### src/inc/srs_pkg.sv
`default_nettype none

package srs_pkg;

  // Clock and timing
  localparam int CLK_PERIOD_NS        = 4;
  localparam int EXT_MIN_WIDTH_NS     = 2500;
  localparam int EXT_MIN_CYCLES       = (EXT_MIN_WIDTH_NS + CLK_PERIOD_NS - 1) / CLK_PERIOD_NS;
  localparam int BROWNOUT_MIN_DURATION_NS = 2000;
  localparam int BROWNOUT_MIN_CYCLES  = (BROWNOUT_MIN_DURATION_NS + CLK_PERIOD_NS - 1) / CLK_PERIOD_NS;
  localparam int RESET_TIMEOUT_BASE_NS = 16000;
  localparam int RESET_TIMEOUT_BASE_CYCLES = (RESET_TIMEOUT_BASE_NS + CLK_PERIOD_NS - 1) / CLK_PERIOD_NS;

  // Widths
  localparam int FILT_CNT_W           = 16;
  localparam int DELAY_CNT_W          = 20;
  localparam int START_W              = 2;
  localparam int CLKSRC_W             = 4;

  // Register map
  localparam logic [7:0] RESET_CAUSE_OFFSET       = 8'h54;
  localparam logic [7:0] RESET_CAUSE_RESET        = 8'h00;
  localparam logic [7:0] PWR_RED_SECOND_OFFSET    = 8'h65;
  localparam logic [7:0] PWR_RED_SECOND_RESET     = 8'h00;
  localparam int         TIMER3_STOP_BIT          = 0;
  localparam int         CAUSE_POR_BIT            = 0;
  localparam int         CAUSE_EXT_BIT            = 1;
  localparam int         CAUSE_BROWNOUT_BIT       = 2;
  localparam int         CAUSE_WDT_BIT            = 3;
  localparam int         CAUSE_SCAN_BIT           = 4;

  typedef enum logic [2:0] {
    SRS_ST_HELD  = 3'b001,
    SRS_ST_DELAY = 3'b010,
    SRS_ST_RUN   = 3'b100
  } srs_fsm_t;

  typedef struct packed {
    logic [7:0] addr;
    logic [7:0] wdata;
    logic       we;
  } srs_bus_req_t;

  typedef struct packed {
    logic                  sync1;
    logic                  sync2;
    logic [FILT_CNT_W-1:0] count;
    logic                  qual;
  } srs_filt_state_t;

  typedef struct packed {
    logic                   por_s1;
    logic                   por_s2;
    logic                   scan_s1;
    logic                   scan_s2;
    logic                   wdt_last;
    logic                   wdt_pulse;
    srs_fsm_t               fsm;
    logic [DELAY_CNT_W-1:0] count;
    logic                   core_reset;
    logic [7:0]             pwr_red;
    logic [7:0]             cause;
    logic                   bandgap;
    logic [7:0]             rdata;
  } srs_state_t;

endpackage : srs_pkg

`default_nettype wire

### src/hdl/srs_width_filter.sv
`default_nettype none

// Two-flop sync, then qualifies a level only after it held MIN_CYCLES
module srs_width_filter
  import srs_pkg::*;
#(
  parameter int MIN_CYCLES = 1
) (
  input  wire logic clk_i,
  input  wire logic sys_rst_i,
  input  wire logic raw_i,
  output logic      qual_o
);

  localparam logic [FILT_CNT_W-1:0] LIMIT = FILT_CNT_W'(MIN_CYCLES);

  srs_filt_state_t st;
  srs_filt_state_t next_st;

  always_comb begin
    next_st       = st;
    next_st.sync1 = raw_i;
    next_st.sync2 = st.sync1;
    if (!st.sync2) begin
      next_st.count = '0;
      next_st.qual  = 1'b0;
    end else if (st.count == LIMIT) begin
      next_st.qual  = 1'b1;
    end else begin
      next_st.count = st.count + FILT_CNT_W'(1);
    end
  end

  always_ff @(posedge clk_i) begin
    if (sys_rst_i) begin
      st <= '0;
    end else begin
      st <= next_st;
    end
  end

  assign qual_o = st.qual;

endmodule : srs_width_filter

`default_nettype wire

### src/hdl/srs_sequencer.sv
`default_nettype none

module srs_sequencer
  import srs_pkg::*;
#(
  parameter int TIMEOUT_BASE_CYCLES = RESET_TIMEOUT_BASE_CYCLES,
  parameter int EXT_MIN_CYC         = EXT_MIN_CYCLES,
  parameter int BROWNOUT_MIN_CYC    = BROWNOUT_MIN_CYCLES
) (
  input  wire logic                clk_i,
  input  wire logic                sys_rst_i,
  input  wire logic                por_low_i,
  input  wire logic                ext_reset_n_i,
  input  wire logic                external_reset_disable_i,
  input  wire logic                brownout_low_i,
  input  wire logic                brownout_enable_i,
  input  wire logic                scan_reset_i,
  input  wire logic                wdt_expire_i,
  input  wire logic                wdt_sysrst_mode_i,
  input  wire logic [START_W-1:0]  startup_time_select_i,
  input  wire logic [CLKSRC_W-1:0] clock_source_select_i,
  input  wire logic                comparator_bandgap_select_i,
  input  wire logic                adc_enable_i,
  input  wire srs_bus_req_t        bus_i,
  output logic [7:0]               reg_rdata_o,
  output logic                     core_reset_o,
  output logic                     io_reset_o,
  output logic                     timer3_clock_stop_o,
  output logic                     bandgap_enable_o
);

  srs_state_t             st;
  srs_state_t             next_st;
  logic                   ext_q;
  logic                   brownout_q;
  logic                   ext_req;
  logic                   brownout_req;
  logic                   req;
  logic                   async_src;
  logic                   io_hold;
  logic [DELAY_CNT_W-1:0] tout_last;
  logic [2:0]             tout_shift;

  // Pin width qualification; pulses shorter than this may be missed
  srs_width_filter #(
    .MIN_CYCLES (EXT_MIN_CYC)
  ) u_ext_filter (
    .clk_i     (clk_i),
    .sys_rst_i (sys_rst_i),
    .raw_i     (~ext_reset_n_i),
    .qual_o    (ext_q)
  );

  // Supply dips shorter than the detection time never qualify
  srs_width_filter #(
    .MIN_CYCLES (BROWNOUT_MIN_CYC)
  ) u_brownout_filter (
    .clk_i     (clk_i),
    .sys_rst_i (sys_rst_i),
    .raw_i     (brownout_low_i),
    .qual_o    (brownout_q)
  );

  assign ext_req = ext_q & ~external_reset_disable_i;
  assign brownout_req = brownout_q & brownout_enable_i;

  // Request is the OR of every enabled, qualified source
  assign req = st.por_s2 | ext_req | brownout_req | st.scan_s2 | st.wdt_pulse;

  // Delay length from start-up and clock-source selections
  assign tout_shift = {1'b0, startup_time_select_i} + {2'b00, clock_source_select_i[0]};
  assign tout_last  = DELAY_CNT_W'(TIMEOUT_BASE_CYCLES) * (DELAY_CNT_W'(1) << tout_shift)
                      - DELAY_CNT_W'(1);

  always_comb begin
    next_st          = st;
    next_st.por_s1   = por_low_i;
    next_st.por_s2   = st.por_s1;
    next_st.scan_s1  = scan_reset_i;
    next_st.scan_s2  = st.scan_s1;
    next_st.wdt_last = wdt_expire_i;

    // Exactly one clock per expiry, and only in system-reset mode
    next_st.wdt_pulse = wdt_expire_i & ~st.wdt_last & wdt_sysrst_mode_i;

    unique case (st.fsm)
      SRS_ST_HELD: begin
        next_st.count = '0;
        if (!req) begin
          next_st.fsm = SRS_ST_DELAY;
        end
      end
      SRS_ST_DELAY: begin
        if (req) begin
          next_st.fsm   = SRS_ST_HELD;
          next_st.count = '0;
        end else if (st.count == tout_last) begin
          next_st.fsm   = SRS_ST_RUN;
        end else begin
          next_st.count = st.count + DELAY_CNT_W'(1);
        end
      end
      SRS_ST_RUN: begin
        if (req) begin
          next_st.fsm = SRS_ST_HELD;
        end
      end
    endcase
    next_st.core_reset = (next_st.fsm != SRS_ST_RUN);

    // Registers: writes only while the core runs
    if (st.core_reset) begin
      next_st.pwr_red = PWR_RED_SECOND_RESET;
    end else if (bus_i.we && bus_i.addr == PWR_RED_SECOND_OFFSET) begin
      next_st.pwr_red = bus_i.wdata;
    end

    // Cause flags: writing zero clears, a coincident event still sets
    if (!st.core_reset && bus_i.we && bus_i.addr == RESET_CAUSE_OFFSET) begin
      next_st.cause = st.cause & bus_i.wdata;
    end
    if (ext_req) begin
      next_st.cause[CAUSE_EXT_BIT] = 1'b1;
    end
    if (brownout_req) begin
      next_st.cause[CAUSE_BROWNOUT_BIT] = 1'b1;
    end
    if (st.scan_s2) begin
      next_st.cause[CAUSE_SCAN_BIT] = 1'b1;
    end
    if (st.wdt_pulse) begin
      next_st.cause[CAUSE_WDT_BIT] = 1'b1;
    end
    // Power-on clears all other causes
    if (st.por_s2) begin
      next_st.cause = RESET_CAUSE_RESET;
      next_st.cause[CAUSE_POR_BIT] = 1'b1;
    end

    // Reference runs only when something needs it
    next_st.bandgap = brownout_enable_i | comparator_bandgap_select_i | adc_enable_i;

    unique case (bus_i.addr)
      PWR_RED_SECOND_OFFSET: next_st.rdata = st.pwr_red;
      RESET_CAUSE_OFFSET:    next_st.rdata = st.cause;
      default:               next_st.rdata = 8'h00;
    endcase
  end

  always_ff @(posedge clk_i) begin
    if (sys_rst_i) begin
      st            <= '0;
      st.fsm        <= SRS_ST_HELD;
      st.core_reset <= 1'b1;
      st.pwr_red    <= PWR_RED_SECOND_RESET;
      st.cause      <= RESET_CAUSE_RESET;
    end else begin
      st <= next_st;
    end
  end

  // Port reset must not wait for a clock, so raw pin and supply set it directly
  assign async_src = por_low_i | (~ext_reset_n_i & ~external_reset_disable_i);

  always_ff @(posedge clk_i or posedge async_src) begin
    if (async_src) begin
      io_hold <= 1'b1;
    end else if (sys_rst_i) begin
      io_hold <= 1'b1;
    end else begin
      io_hold <= next_st.core_reset;
    end
  end

  assign reg_rdata_o         = st.rdata;
  assign core_reset_o        = st.core_reset;
  assign io_reset_o          = io_hold;
  assign timer3_clock_stop_o = st.pwr_red[TIMER3_STOP_BIT];
  assign bandgap_enable_o    = st.bandgap;

endmodule : srs_sequencer

`default_nettype wire

### config.mk
export PLATFORM = sky130hd
export DESIGN_NAME = srs_sequencer
export DESIGN_NICKNAME = d
export VERILOG_FILES = /design/src/inc/srs_pkg.sv /design/src/hdl/srs_width_filter.sv /design/src/hdl/srs_sequencer.sv
export SDC_FILE = /design/constraint.sdc
export NUM_CORES = 1
export LEC_CHECK = 0
export ABC_CLOCK_PERIOD_IN_PS = 2400
export BUFFER_PORTS_ARGS = -buffer_cell sky130_fd_sc_hd__buf_2
export CAP_MARGIN = 20
export CORE_UTILIZATION = 56
export CTS_BUF_LIST = sky130_fd_sc_hd__clkbuf_8
export CTS_CLUSTER_SIZE = 24
export DETAILED_ROUTE_END_ITERATION = 6
export PLACE_DENSITY = 0.82
export SYNTH_ARGS = -nofsm -noshare
export SYNTH_HDL_FRONTEND = slang
export SYNTH_SLANG_ARGS = --single-unit
### constraint.sdc
create_clock -name clk_i -period 2.4 [get_ports clk_i]
set_input_delay 0.36 -clock clk_i [delete_from_list [all_inputs] [get_ports clk_i]]
set_output_delay 0.36 -clock clk_i [all_outputs]
set_load 0.1 [all_outputs]
# Yosys cells after proc, flatten, opt, wreduce, memory -nomap -nowiden

Index checks and enable logic that the tools add are counted.

Equal/unequal tests: 10
Shift-type cells: 1
Multiplexer cells: 15
Reduce and logical (&&, ||, !) cells: 15
Bitwise operators: 18
Add/sub/neg operators: 5
Multipliers: 1

Operator list:

| operator              | number |
|---|---|
| $pmux 20 s2           | 1 |
| $add 16x1->16 const B | 2 |
| $mux 23               | 1 |
| $add 20x1->20 const B | 1 |
| $eq 20x20->1          | 1 |
| $mul 8x20->15 const A | 1 |
| $mux 20               | 1 |
| $shl 1x3->20 const A  | 1 |
| $sub 20x2->20 const B | 1 |
| $eq 16x10->1 const B  | 1 |
| $eq 16x9->1 const B   | 1 |
| $eq 8x7->1 const B    | 2 |
| $pmux 8 s2            | 1 |
| $reduce_bool 2->1     | 6 |
| $mux 3                | 3 |
| $pmux 3 s3            | 1 |
| $and 8x8->8           | 1 |
| $reduce_or 2->1       | 4 |
| $or 1x1->1            | 7 |
| $mux 1                | 6 |
| $ne 3x3->1 const B    | 2 |
| $and 1x1->1           | 5 |
| $mux 5                | 1 |
| $not 1->1             | 5 |
| 7 further kinds       | 9 |

Bits in registers: 94
Logic and storage cells: 92

# Depth between registers and ports, before layout

Word-level depth: 10
Gate-level depth with buffers: 25
Depth with buffers taken out: 23

# Modules after synthesis

From an unflattened synthesis, not the netlist that was laid out.

Cell total of the unflattened synthesis: 654
Area total of the unflattened synthesis: 5696.7 um2

Modules (own cells, without submodules):

| module                               | cells an instance | area an instance (um2) | times used |
|---|---|---|---|
| srs_sequencer                        | 455               | 3902.5                 | 1 |
| srs_width_filter (u_ext_filter)      | 100               | 918.4                  | 1 |
| srs_width_filter (u_brownout_filter) | 99                | 875.8                  | 1 |

# Worst setup path after synthesis

No wires, ideal clock.

Kind: input to register
From: in startup_time_select_i[0]
To: reg st[27] (netlist bit)
Arrival: 5.813 ns
Data required time: 2.271 ns
Setup slack: -3.542 ns
Cell stages on the path: 24
Path through: ha_1 ha_1 nor2b_1 nor2b_1 inv_1 fa_1 inv_1 ha_1 ha_1 inv_1 fa_1 inv_1 fa_1 a21o_1 a21oi_1 xnor2_1 or4_1 a211oi_1 a21oi_4 o21ai_4 buf_6 buf_12 mux2i_1 nor2_1

Word-level cells in the longest chain between the ends: 7

Ends and longest elaborated chain:

| item                              | line                 | source |
|---|---|---|
| start: declaration                | srs_sequencer.sv:20  | `input wire logic [START_W-1:0] startup_time_select_i,` |
| $add 2x1->3                       | srs_sequencer.sv:71  | `assign tout_shift = {1'b0, startup_time_select_i} + {2'b00, clock_source_select_i[0]};` |
| $shl 1x3->20                      | srs_sequencer.sv:72  | `assign tout_last = DELAY_CNT_W'(TIMEOUT_BASE_CYCLES) * (DELAY_CNT_W'(1) << tout_shift)` |
| $mul 8x20->15                     | srs_sequencer.sv:72  |  |
| $sub 20x2->20                     | srs_sequencer.sv:73  | `- DELAY_CNT_W'(1);` |
| $eq 20x20->1                      | srs_sequencer.sv:97  | `end else if (st.count == tout_last) begin` |
| $ne 3x3->1 (no source line)       | n/a                  |  |
| $reduce_and 2->1 (no source line) | n/a                  |  |
| end signal: assignment            | srs_sequencer.sv:158 | `st <= next_st;` |
| end: declaration                  | srs_sequencer.sv:32  | `srs_state_t st;` |

Every way passes these cells.
A chain may end at the register's enable or synchronous reset.

# Worst setup path after layout

From: in startup_time_select_i[0]
To: reg st[44] (netlist bit)

Same word-level chain as after synthesis.

==> impl_metrics.yaml <==
route:
  wl_mm: 12.88
  num_vias: 4585
  first_pass_iters: 5
  drc: 0
  viasPerCell: 5.660
  drt-initial-drc-count: 247
  ant_nets: 0
  wl_per_cell_um: 15.90
sta:
  hold_viol_final: 0
  rsz0062_at_grt: "yes"
  tns_ns: -65.92
  worst_pin_slew_ns: 0.6489
  fin_worst_skew_ns: 0.009181
  fmax_mhz: 190.5
  maxSlewViolCount: 0
  post-route-min-period_ns: 5.250
  setup_violations: 24
  relSlewSlack_pct: 56.41
  period_share_pct: 218.8
  setup_ws_ns: -2.850
clock_network:
  cts_num_sinks: 94
  cts.htree.levels: 3
  cts_buffers: 9
  clk_latency_ns: 0.37
  cts_hold_buf: 0
  cts_tree: "done"
  cts.clk_slew.worst_paths_ns: 0.09
  root_buffer: "clkbuf_8"
  clockBufferDepth: 2
grt:
  groute.usage.overall_pct: 25.50
  antenna_found_initial: 0
  grt_pass1_vias: 4526
  grt_pass1_wl_mm: 19.91
  grt-ovfl-total: 0
  grt_max_degree: 20
run_status:
  violations: "setup timing"
  status: "finished, violations left"
pwr:
  p_switching_mw: 1.411
  powerDensity_nw_per_um2: 653.3
  p_clk_share_pct: 23.4
  vdd_drop_max_mv: 0.5154
  leakage_nw: 2.712
  combPwrFrac_pct: 40.0
  netSwitchingFraction_pct: 32.52
  p_seq_share_pct: 36.6
  intPower_mw: 2.930
synth:
  synth-edff-count: 0
  ys.flop_type: "dfxtp_1"
  syn_inst: 603
  synthesis.area_um2: 5286
  ys_async_sr_fraction_pct: 1.064
  synth.distinct_cells: 60
  syn-mean-instance-area_um2: 8.767
  ys_ff_latch: 94
  syn-num-nets: 685
  ys_seq_area_share_pct: 35.72
  ys_warn_count: 0
job:
  drv_cap: 0
floorplan:
  std_cell_rows: 35
  coreArea_um2: 9196
  io_pins: 47
  fp.dieH_um: 99.16
  initial_core_util_pct: 57.48
  die_area_um2: 9833
  dieWidth_um: 99.16
final_layout:
  nets: 776
  nFillCells: 612
  diodes: 0
  fin_util_pct: 72.26
  drive_above_1_share_pct: 29.47
  mostFrequentLayoutCell: "dfxtp_1"
  syn2layout_area_growth_pct: 25.70
  final_cell_mix: "93 x dfxtp_1, 56 x nor2_1, 55 x buf_4, 52 x nand2_1, 41 x buf_2"
critical_path:
  crit_type: "primary input to register"
  r2r-start: "st[44]$_SDFFE_PP0P_"
  cp-start-kind: "primary input"
  slowest_stage: "fa_1"
  critPathMaxFanout: 8
  cp.arrival_ns: 5.54
  cp_top_family: "adder cells"
  crit_path_start: "startup_time_select_i[0]"
  rrSetupSlack_ns: -0.32
  r2r_end: "st[44]$_SDFFE_PP0P_"
  reg2reg_depth: 10
  path_common_cell: "ha_4"
  worstSetupEndpointType: "register"
  crit_chain: "buf_6 -> ha_4 -> ha_4 -> nor2b_4 -> nand2_2 -> inv_2 -> or2_4 -> ha_4 -> inv_2 -> fa_1 -> fa_1 -> fa_1 -> inv_2 -> ha_4 -> a21oi_4 -> xnor2_2 -> or4_4 -> and3_4 -> a21oi_4 -> o21ai_4 -> buf_12 -> buf_4 -> or3_1 -> a21oi_1"
  cp.required_ns: 2.69
  path_buf_inv: 6
  slowest_delay_ns: 0.53
placed_design:
  place_congestion: 0.8753
  dpl.hpwl_mm: 8.539
  io_buffers: 43
min_path:
  hold_class: "primary input to async pin"
==> sequential cells by signal, summed over array words and instances, names as in the netlist <==
name	cells
u_brownout_filter.next_st	1
bandgap_enable_o	1
u_brownout_filter.st	17
timer3_clock_stop_o	1
u_ext_filter.next_st	1
u_ext_filter.qual_o	1
reg_rdata_o	8
st	42
u_brownout_filter.qual_o	1
next_st	2
core_reset_o	1
io_reset_o	1
u_ext_filter.st	17
==> per-layer routing <==
metal  vias to the layer above  GRT usage, %  share of wire [%]
li1                       2228             -                  -
met1                      2188         30.41                 41
met2                       130         45.08                 51
met3                        39         5.341                4.3
met4                         0         10.07                3.0
met5                         -             0                  0
==> cells by family after synthesis <==
kind of cell               share of synthesized area [%]
adders and majority gates                          13.25
buffers and inverters                              6.083
xor gates and xnor gates                           8.781
other                                            0.07094
AOI/OAI and AO/OA                                  11.57
and+or+nand+nor                                    23.53
DFF                                                35.72
muxes                                             0.9941
==> layout make-up <==
type	count	area, um^2	share of cell area (%)
clock buffers	12	165.2	2.485
inverters	45	170.2	2.561
clock inverters	4	28.78	0.4331
multi-input cells	440	3478	52.34
well taps	111	138.9	2.090
repair buffers	104	775.7	11.67
flip-flops and latches	94	1888	28.41
==> worst max path at each step <==
stage	endpoint	slack [ns]	cells past startpoint
floorplan	st[27]$_SDFFE_PP0P_	-2.95	24
global placement	st[41]$_SDFFE_PP0P_	-3.09	23
detailed placement	st[41]$_SDFFE_PP0P_	-3.25	23
CTS	st[31]$_SDFFE_PP0P_	-2.76	25
global route	st[31]$_SDFFE_PP0P_	-2.99	23
finish	st[44]$_SDFFE_PP0P_	-2.85	24
==> synthesized netlist by cell type (8+ instances only) <==
| cell type | instances | area (um^2) |
|---|---|---|
| or3_1 | 12 | 75.07 |
| clkbuf_1 | 10 | 37.54 |
| xnor2_1 | 21 | 183.9 |
| fa_1 | 15 | 300.3 |
| nor2b_1 | 13 | 81.33 |
| ha_1 | 32 | 400.4 |
| or4_1 | 9 | 67.56 |
| and3_1 | 20 | 125.1 |
| xor2_1 | 32 | 280.3 |
| a21oi_1 | 37 | 185.2 |
| nand3_1 | 19 | 95.09 |
| nor2_1 | 57 | 214.0 |
| nor3_1 | 9 | 45.04 |
| o21ai_0 | 18 | 90.09 |
| nand2_1 | 54 | 202.7 |
| inv_1 | 44 | 165.2 |
| a22oi_1 | 8 | 60.06 |
| dfxtp_1 | 93 | 1862 |
| buf_4 | 8 | 60.06 |
==> through the flow <==
stage	total power, mW	cell area, um^2	setup WS (ns)	std cells	hold WS, ns
after detailed placement	3.083	6058	-3.252	782	0.4337
after floorplan	2.636	5475	-2.955	603	0.3069
final	4.341	6645	-2.850	810	0.05344
after global placement	3.025	6058	-3.091	782	0.4210
after CTS	4.204	6427	-2.755	805	0.05216
after global routing	4.559	6645	-2.992	810	0.04132
==> worst register-to-register path: stages, from the launching register on <==
cell	delay, ns
dfxtp_1	0.38
nor4_1	0.41
nand4_1	0.15
or4_4	0.54
nor3_4	0.24
nand4b_4	0.15
o21ai_4	0.25
buf_12	0.16
clkbuf_16	0.15
o21ai_2	0.06
a21oi_1	0.18
==> power groups by stage <==
| stage | logic, mW | clock network [mW] | registers, mW |
|---|---|---|---|
| after floorplan | 1.00 | 0 | 1.63 |
| after global placement | 1.40 | 0 | 1.62 |
| after detailed placement | 1.46 | 0 | 1.63 |
| after CTS | 1.59 | 1.02 | 1.59 |
| after global routing | 1.87 | 1.10 | 1.59 |
| final | 1.74 | 1.02 | 1.59 |
==> timing repair <==
action | in CTS | in global routing
endpoints found under the setup margin | 24 | 24
buffers inserted | 5 | 4
resized for setup | 14 | 42
cloned | 2 | 1
pin swaps | 23 | 28
Note: power is estimated with default switching activity, not from simulation.
